[src/core/irq_event_defines.svh]
// Purpose: constants of the vector, return and arrival-event command decoder
// Assumes: included by the package and the decoder only
// Notes:   reply status codes beyond 100 and 128 are local picks
`ifndef IRQ_EVENT_DEFINES_SVH
`define IRQ_EVENT_DEFINES_SVH
// instruction codes
`define OP_IRQ_ENABLE     8'h19
`define OP_IRQ_DISABLE    8'h1A
`define OP_DEFINE_VECTOR  8'h25
`define OP_RETURN_IRQ     8'h26
`define OP_USER_FIRST     8'h40
`define OP_USER_LAST      8'h47
`define OP_POS_REACHED    8'h8A
// interrupt numbering
`define IRQ_COUNT         16
`define IRQ_IDX_W         4
`define IRQ_GLOBAL        8'hFF
// reply status codes
`define STAT_OK           8'h64
`define STAT_ARRIVED      8'h80
`define STAT_BAD_CSUM     8'h01
`define STAT_BAD_CMD      8'h02
`define STAT_BAD_TYPE     8'h03
`define STAT_BAD_VALUE    8'h04
`define STAT_NOT_DIRECT   8'h06
// addresses and fields
`define MODULE_ADDR       8'h01
`define HOST_ADDR         8'h02
`define AXIS_MASK         32'h0000_0001
`define ARRIVE_ONCE_TYPE  8'h00
`define ARRIVE_EVERY_TYPE 8'h01
`endif

[src/core/irq_event_pkg.sv]
// Purpose: types for the vector, return and arrival-event command decoder
// Assumes: defines header already provides numeric constants
// Notes:   arrival state codes are gray along idle, once, every
`include "irq_event_defines.svh"
package irq_event_pkg;
   typedef enum logic [1:0] {
      ARR_IDLE  = 2'b00,
      ARR_ONCE  = 2'b01,
      ARR_EVERY = 2'b11
   } arrive_e;

   // modulo-256 sum of eight frame bytes
   function automatic logic [7:0] sum8(input logic [7:0] b0, input logic [7:0] b1,
                                       input logic [7:0] b2, input logic [7:0] b3,
                                       input logic [31:0] v);
      logic [7:0] s;
      s = b0 + b1 + b2 + b3 + v[31:24] + v[23:16] + v[15:8] + v[7:0];
      return s;
   endfunction
endpackage

[src/core/irq_vector_event_cmd.sv]
// Purpose: decode vector, return-from-interrupt, user and arrival-event commands
// Assumes: frames arrive whole on one strobe from logic on the same clock
// Notes:   replies are registered; an arrival reply yields to an immediate one
`include "irq_event_defines.svh"

// Contract
// - code 37 stores label per interrupt
// - return restores accumulator, X, flags, counter
// - return ends active handler
// - return accepted only in stored program
// - user functions answer status 100
// - code 138 gives immediate and arrival reply
// - code 138 only as host command
// - value is motor mask, must be 1
// - type 0 next move, 1 every move
// - frame order address through checksum
// - immediate reply status 64h, command 8Ah
// - arrival reply status 80h, command 8Ah
// - number 255 switches interrupts globally
// - redefining a vector replaces entry
module irq_vector_event_cmd (
   // clock and reset
   input  wire logic        core_clk_i,
   input  wire logic        reset_n_i,
   // command frame, one-cycle strobe
   input  wire logic        cmd_valid_i,
   input  wire logic        cmd_from_prog_i,
   input  wire logic [7:0]  cmd_addr_i,
   input  wire logic [7:0]  cmd_instr_i,
   input  wire logic [7:0]  cmd_type_i,
   input  wire logic [7:0]  cmd_bank_i,
   input  wire logic [31:0] cmd_value_i,
   input  wire logic [7:0]  cmd_csum_i,
   // interpreter context
   input  wire logic        irq_slot_i,
   input  wire logic [15:0] irq_req_i,
   input  wire logic [31:0] pc_i,
   input  wire logic [31:0] accu_i,
   input  wire logic [31:0] xreg_i,
   input  wire logic [7:0]  flags_i,
   // motion events
   input  wire logic        move_start_i,
   input  wire logic        target_reached_i,
   // program counter load and context restore
   output logic             pc_load_o,
   output logic [31:0]      pc_load_val_o,
   output logic             ctx_restore_o,
   output logic [31:0]      accu_o,
   output logic [31:0]      xreg_o,
   output logic [7:0]       flags_o,
   output logic             in_handler_o,
   output logic             irq_global_en_o,
   // reply frame, one-cycle strobe
   output logic             reply_valid_o,
   output logic [7:0]       reply_host_o,
   output logic [7:0]       reply_module_o,
   output logic [7:0]       reply_status_o,
   output logic [7:0]       reply_cmd_o,
   output logic [31:0]      reply_value_o,
   output logic [7:0]       reply_csum_o
);
   localparam int N = `IRQ_COUNT;
   logic [31:0]           vec_q [N];
   logic [N-1:0]          vec_ok_q;
   logic [N-1:0]          irq_en_q;
   logic                  glob_en_q;
   logic                  in_handler_q;
   logic [31:0]           sv_pc_q, sv_accu_q, sv_x_q;
   logic [7:0]            sv_flags_q;
   irq_event_pkg::arrive_e arr_q;
   logic                  move_pend_q;
   logic                  arr_send_q;
   // frame check and decode
   logic csum_ok, addr_ok, direct, take, is_define_vector_cmd, is_return_from_irq_cmd, is_ena, is_dis, is_user, is_pos;
   logic [`IRQ_IDX_W-1:0] tidx;
   assign csum_ok = irq_event_pkg::sum8(cmd_addr_i, cmd_instr_i, cmd_type_i, cmd_bank_i,
                                        cmd_value_i) == cmd_csum_i;
   assign addr_ok = cmd_addr_i == `MODULE_ADDR;
   assign take    = cmd_valid_i && addr_ok && (csum_ok || cmd_from_prog_i);
   assign direct  = take && !cmd_from_prog_i;
   assign tidx    = cmd_type_i[`IRQ_IDX_W-1:0];
   assign is_define_vector_cmd = cmd_instr_i == `OP_DEFINE_VECTOR;
   assign is_return_from_irq_cmd = cmd_instr_i == `OP_RETURN_IRQ;
   assign is_ena  = cmd_instr_i == `OP_IRQ_ENABLE;
   assign is_dis  = cmd_instr_i == `OP_IRQ_DISABLE;
   assign is_user = cmd_instr_i >= `OP_USER_FIRST && cmd_instr_i <= `OP_USER_LAST;
   assign is_pos  = cmd_instr_i == `OP_POS_REACHED;
   logic type_in_range, pos_ok, return_from_irq_cmd_go;
   assign type_in_range = cmd_type_i < 8'(N);
   assign pos_ok  = cmd_value_i == `AXIS_MASK &&
                    (cmd_type_i == `ARRIVE_ONCE_TYPE || cmd_type_i == `ARRIVE_EVERY_TYPE);
   assign return_from_irq_cmd_go = take && is_return_from_irq_cmd && cmd_from_prog_i && in_handler_q;
   // interrupt pick: lowest pending source that is enabled and has a vector
   logic [N-1:0]          ready_irq;
   logic                  irq_go;
   logic [`IRQ_IDX_W-1:0] pick;
   assign ready_irq = irq_req_i & irq_en_q & vec_ok_q;
   assign irq_go    = irq_slot_i && glob_en_q && !in_handler_q && |ready_irq && !return_from_irq_cmd_go;
   always_comb begin
      pick = '0;
      for (int i = N - 1; i >= 0; i--) begin
         if (ready_irq[i]) begin
            pick = i[`IRQ_IDX_W-1:0];
         end
      end
   end
   // vector table, one entry per interrupt source
   for (genvar g = 0; g < N; g++) begin : g_vec
      always_ff @(posedge core_clk_i or negedge reset_n_i) begin
         if (!reset_n_i) begin
            vec_q[g]    <= 32'h0000_0000;
            vec_ok_q[g] <= 1'b0;
            irq_en_q[g] <= 1'b0;
         end else begin
            if (take && is_define_vector_cmd && tidx == g && type_in_range) begin
               vec_q[g]    <= cmd_value_i;
               vec_ok_q[g] <= 1'b1;
            end
            if (take && is_ena && cmd_type_i == 8'(g)) begin
               irq_en_q[g] <= 1'b1;
            end else if (take && is_dis && cmd_type_i == 8'(g)) begin
               irq_en_q[g] <= 1'b0;
            end
         end
      end
   end
   // global interrupt switch
   always_ff @(posedge core_clk_i or negedge reset_n_i) begin
      if (!reset_n_i) begin
         glob_en_q <= 1'b0;
      end else if (take && is_ena && cmd_type_i == `IRQ_GLOBAL) begin
         glob_en_q <= 1'b1;
      end else if (take && is_dis && cmd_type_i == `IRQ_GLOBAL) begin
         glob_en_q <= 1'b0;
      end
   end
   // handler entry saves context, return restores it
   always_ff @(posedge core_clk_i or negedge reset_n_i) begin
      if (!reset_n_i) begin
         in_handler_q  <= 1'b0;
         sv_pc_q       <= 32'h0000_0000;
         sv_accu_q     <= 32'h0000_0000;
         sv_x_q        <= 32'h0000_0000;
         sv_flags_q    <= 8'h00;
         pc_load_o     <= 1'b0;
         pc_load_val_o <= 32'h0000_0000;
         ctx_restore_o <= 1'b0;
         accu_o        <= 32'h0000_0000;
         xreg_o        <= 32'h0000_0000;
         flags_o       <= 8'h00;
      end else begin
         pc_load_o     <= irq_go || return_from_irq_cmd_go;
         ctx_restore_o <= return_from_irq_cmd_go;
         if (irq_go) begin
            in_handler_q  <= 1'b1;
            sv_pc_q       <= pc_i;
            sv_accu_q     <= accu_i;
            sv_x_q        <= xreg_i;
            sv_flags_q    <= flags_i;
            pc_load_val_o <= vec_q[pick];
         end else if (return_from_irq_cmd_go) begin
            in_handler_q  <= 1'b0;
            pc_load_val_o <= sv_pc_q;
            accu_o        <= sv_accu_q;
            xreg_o        <= sv_x_q;
            flags_o       <= sv_flags_q;
         end
      end
   end
   assign in_handler_o    = in_handler_q;
   assign irq_global_en_o = glob_en_q;
   // arrival arming; a new request in the start cycle wins over the once-clear
   logic arm_req;
   assign arm_req = direct && is_pos && pos_ok;
   always_ff @(posedge core_clk_i or negedge reset_n_i) begin
      if (!reset_n_i) begin
         arr_q       <= irq_event_pkg::ARR_IDLE;
         move_pend_q <= 1'b0;
      end else begin
         if (arm_req) begin
            arr_q <= cmd_type_i[0] ? irq_event_pkg::ARR_EVERY : irq_event_pkg::ARR_ONCE;
         end else if (move_start_i && arr_q == irq_event_pkg::ARR_ONCE) begin
            arr_q <= irq_event_pkg::ARR_IDLE;
         end
         if (move_start_i && arr_q != irq_event_pkg::ARR_IDLE) begin
            move_pend_q <= 1'b1;
         end else if (target_reached_i) begin
            move_pend_q <= 1'b0;
         end
      end
   end
   // arrival reply waits while any immediate reply holds the port, bad sum included
   logic arr_fire;
   assign arr_fire = (target_reached_i && move_pend_q) || arr_send_q;
   always_ff @(posedge core_clk_i or negedge reset_n_i) begin
      if (!reset_n_i) begin
         arr_send_q <= 1'b0;
      end else begin
         arr_send_q <= arr_fire && cmd_valid_i && addr_ok && !cmd_from_prog_i;
      end
   end
   // reply status selection for direct commands
   logic [7:0] stat;
   always_comb begin
      if (!csum_ok) begin
         stat = `STAT_BAD_CSUM;
      end else if (is_return_from_irq_cmd) begin
         stat = `STAT_NOT_DIRECT;
      end else if (is_pos) begin
         stat = pos_ok ? `STAT_OK : `STAT_BAD_VALUE;
      end else if (is_define_vector_cmd) begin
         stat = type_in_range ? `STAT_OK : `STAT_BAD_TYPE;
      end else if (is_ena || is_dis || is_user) begin
         stat = `STAT_OK;
      end else begin
         stat = `STAT_BAD_CMD;
      end
   end
   // reply frame; a bad checksum still gets an answer
   logic        rep_now;
   logic [31:0] rep_val;
   assign rep_now = cmd_valid_i && addr_ok && !cmd_from_prog_i;
   assign rep_val = (is_pos && csum_ok) ? (cmd_value_i & `AXIS_MASK) : 32'h0000_0000;
   always_ff @(posedge core_clk_i or negedge reset_n_i) begin
      if (!reset_n_i) begin
         reply_valid_o  <= 1'b0;
         reply_host_o   <= 8'h00;
         reply_module_o <= 8'h00;
         reply_status_o <= 8'h00;
         reply_cmd_o    <= 8'h00;
         reply_value_o  <= 32'h0000_0000;
         reply_csum_o   <= 8'h00;
      end else begin
         reply_valid_o  <= rep_now || arr_fire;
         reply_host_o   <= `HOST_ADDR;
         reply_module_o <= `MODULE_ADDR;
         if (rep_now) begin
            reply_status_o <= stat;
            reply_cmd_o    <= cmd_instr_i;
            reply_value_o  <= rep_val;
            reply_csum_o   <= irq_event_pkg::sum8(`HOST_ADDR, `MODULE_ADDR, stat,
                                                  cmd_instr_i, rep_val);
         end else if (arr_fire) begin
            reply_status_o <= `STAT_ARRIVED;
            reply_cmd_o    <= `OP_POS_REACHED;
            reply_value_o  <= `AXIS_MASK;
            reply_csum_o   <= irq_event_pkg::sum8(`HOST_ADDR, `MODULE_ADDR, `STAT_ARRIVED,
                                                  `OP_POS_REACHED, `AXIS_MASK);
         end
      end
   end
endmodule

[config.mk]
export PLATFORM = sky130hd
export DESIGN_NAME = irq_vector_event_cmd
export DESIGN_NICKNAME = d
export VERILOG_FILES = /design/src/core/irq_event_pkg.sv /design/src/core/irq_vector_event_cmd.sv
export VERILOG_INCLUDE_DIRS = /design/src /design/src/core
export SDC_FILE = /design/constraint.sdc
export NUM_CORES = 2
export LEC_CHECK = 0
export ABC_CLOCK_PERIOD_IN_PS = 2970
export CAP_MARGIN = 20
export CORE_ASPECT_RATIO = 2
export CORE_MARGIN = 5
export CORE_UTILIZATION = 37
export DETAILED_ROUTE_END_ITERATION = 7
export DONT_BUFFER_PORTS = 1
export PLACE_DENSITY = 0.52
export SETUP_SLACK_MARGIN = 0.3
export SLEW_MARGIN = 20
export SYNTH_ARGS = -nofsm -noshare
export SYNTH_HDL_FRONTEND = slang
export SYNTH_SLANG_ARGS = --single-unit
[constraint.sdc]
create_clock -name core_clk_i -period 2.97 [get_ports core_clk_i]
set_clock_uncertainty 0.05 [all_clocks]
set_input_delay 0.297 -clock core_clk_i [delete_from_list [all_inputs] [get_ports core_clk_i]]
set_output_delay 0.297 -clock core_clk_i [all_outputs]
set_load 0.05 [all_outputs]
==> run_results.csv <==
group,metric,value,unit
global_routing,grt_pass1_vias,27385,
floorplan,core_area,0.101,sq mm
sta,period_minus_slack,5.02,ns
critical_path,crit_family,"adder cells",
clock_tree,cts_num_sinks,784,
critical_path,critPathLaunchType,"primary input",
power,ir_worst_vdd,0.433,mV
global_routing,grt_pass1_wl,191000,um
power,power_frac_comb,0.108,
route,first_pass_iters,5,
sta,tightest_slew,1.15,ns
synthesis,ys_seq_elements,784,
sta,grt_setup_unrepaired,"yes",
sta,tns,-1075.78,ns
synthesis,netlist_area,0.0376,sq mm
synthesis,synth-seq-area-share,0.522,
critical_path,critPathBufInv,9,
power,power,23600,uW
clock_tree,clockBufferDepth,3,
clock_tree,insertion_delay,0.69,ns
route,wl_per_cell,28.1,um
floorplan,ios,380,
synthesis,yosys.area.top_type,"dfrtp_1",
route,vias,25027,
synthesis,synth.avg_cell_area,13.2,sq um
floorplan,die_y,461,um
synthesis,synth-warning-count,0,
global_routing,grt_max_degree,785,
power,swShare,0.259,
floorplan,die_w,235,um
critical_path,crit_type,"in2reg",
power,p_per_area,483,mW/mm^2
critical_path,crit_slowest_cell,"fa_1",
synthesis,async_reset_ff_frac,1.00,
power,pwr-share-seq,0.456,
worst_hold_path,holdCritPathClass,"in2reg",
synthesis,synth_cells,2852,
power,intPower,17500,uW
synthesis,yosys.cell_types.count,61,
critical_path,worstPathCellList,"fa_1, inv_2, fa_1, fa_1, fa_1, inv_1, ha_2, inv_2, fa_2, xnor2_1, nor4_2, nand4b_1, buf_4, nor4_2, o31a_2, nand3_4, buf_6, buf_6, nor2_4, buf_12, buf_12, buf_16, mux2_4",
route,viasPerCell,5.35,
route,drc_errors,0,
synthesis,synth_edf_count,0,
global_routing,antenna_found_initial,10,
sta,post-route-worst-setup-slack,-2.05,ns
sta,hold_violations,0,
finish,fin_nets,3514,
synthesis,synthMostInstantiatedCell,"dfrtp_1",
power,power_switching,6120,uW
finish,stdcell_count,4674,
critical_path,worstSetupEndpointType,"flop",
power,p_leak,0.0228,uW
finish,nFillCells,8667,
outcome,status,"complete, but fails checks",
placement,post-dp-hpwl,78800,um
synthesis,synth_top_area_share,0.522,
route,ant_nets,0,
finish,syn2layout_area_growth,30.0,%
clock_tree,cts_root_buf,"clkbuf_16",
floorplan,rows,165,
clock_tree,htree_levels,3,
sta,period_share,1.69,
floorplan,initial_core_util,0.373,
placement,gp_congestion,0.892,
route,drt_iter0_markers,1536,
clock_tree,cts_tree,"yes",
critical_path,cp.arrival,5.53,ns
sta,drv_slew,0,
floorplan,dieArea,0.109,sq mm
sta,finalSetupViolCount,712,
critical_path,cp.required,3.48,ns
power,p_clk_frac,0.435,
critical_path,slowest_delay,0.55,ns
placement,io_buffers,0,
job,cap_violations,0,
outcome,violations,"setup timing",
sta,fmax,199,MHz
clock_tree,clk_pin_slew,0.07,ns
synthesis,synth_common_cells,"dfrtp_1 (784), nand2_1 (417), mux2_2 (327), mux2_4 (290), mux2i_1 (124)",
sta,slew_headroom,0.232,
route,wirelength,131000,um
global_routing,grt.overflow.total,0,
synthesis,netlist_top_cells_area,"dfrtp_1 (52%), mux2_4 (12%), mux2_2 (9.8%)",
clock_tree,numCtsBuffers,76,
finish,drive_gt1_frac,0.379,
placement,dp_cells,4176,
sta,hold_slack,0.0441,ns
global_routing,grt_usage,0.234,
synthesis,ys_dominant_reg_cell,"dfrtp_1",
critical_path,crit_path_frequent_cell,"fa_1",
critical_path,path_max_fanout,6,
## power groups by stage
stage	Clock, uW	Combinational, uW	Sequential (uW)
detailed placement	0	1860	11000
global route	10900	2800	10800
finish	10300	2560	10800
global placement	0	1790	11000
CTS	10500	2230	10800
floorplan	0	1530	11000
## cells in the final DEF (no fill, tap or decap), types with 27 or more instances in the layout
master         count
o22ai_1           63
o21ai_1           44
clkbuf_16         82
mux2_2           105
nor2_1            27
dfrtp_1          784
mux2i_1          114
mux4_2            36
buf_4            144
buf_16            63
nand2_1          413
mux2_4           512
buf_12            87
inv_1             55
buf_6             40
fa_1              37
conb_1            48
a21oi_1           52
nand3_1           37
dlygate4sd3_1    165
## path summary, 6_finish.rpt
path | start | to | slack (ns) | cells after the start
setup / recovery | cmd_addr_i[2] | vec_q[429] | -2.05 | 23
hold / removal | cmd_instr_i[5] | reply_csum_o[5] | 0.04 | 4
setup reg to reg | vec_ok_q[12] | pc_load_val_o[29] | -0.07 | 13
hold reg to reg | sv_x_q[5] | xreg_o[5] | 0.40 | 2
max in group asynchronous | reset_n_i | reply_csum_o[6] | -0.18 | 5
min in group asynchronous | reset_n_i | reply_host_o[1] | 0.59 | 3
## repair_timing
action,in CTS,in global routing
setup endpoints to repair,592,592
pin swaps,66,17
hold buffers,163,4
cloned,47,6
gates resized for setup,214,19
endpoints found under the hold margin,1439,492
setup buffers,95,20
## final cells by class
| class | count | area, sq um | area share |
|---|---|---|---|
| Inverter | 60 | 225 | 0.00461 |
| Clock buffer | 104 | 2130 | 0.0435 |
| Multi-Input combinational cell | 1815 | 17700 | 0.362 |
| Antenna cell | 21 | 52.6 | 0.00108 |
| Timing Repair Buffer | 520 | 7070 | 0.145 |
| Tap cell | 1336 | 1670 | 0.0342 |
| Sequential cell | 784 | 19600 | 0.401 |
| Clock inverter | 34 | 438 | 0.00896 |
## tightest hold or removal path: cells and delay by family
family,cells,cell delay [ns]
adders and majority gates,1,0.15
buffers and inverters,1,0.11
AOI/OAI and AO/OA,1,0.11
xor gates and xnor gates,1,0.06
## layer usage
layer,part of all wire,GRT usage,vias to the layer above
met1,0.37,0.265,13076
met4,0.061,0.114,0
li1,-,-,10716
met3,0.059,0.0507,293
met5,0,0,-
met2,0.51,0.419,942
## kinds of logic after synthesis
kind of cell / share of synthesized area
multiplexers: 0.268
other: 0.000200
AO/OA/AOI/OAI: 0.0446
buffers and inverters: 0.0516
XOR/XNOR: 0.00885
AND/OR/NAND/NOR: 0.0775
flip-flops: 0.522
adder cells (fa/ha/maj): 0.0273
## metrics by stage
step / utilization / area (sq um) / worst slack, ns
5_1_grt: 0.484 / 48900 / -2.10
4_1_cts: 0.477 / 48200 / -2.01
3_3_place_gp: 0.404 / 40800 / -2.64
3_5_place_dp: 0.404 / 40800 / -2.79
2_1_floorplan: - / 38900 / -2.38
6_report: 0.484 / 48900 / -2.05
## flip-flops by register name (all words and copies together), names as in the netlist, 16 cells and up
signal         count
accu_o            32
irq_en_q          16
pc_load_val_o     32
sv_accu_q         32
sv_pc_q           32
sv_x_q            32
vec_ok_q          16
vec_q            512
xreg_o            32
Note: power is estimated with default switching activity, not from simulation.
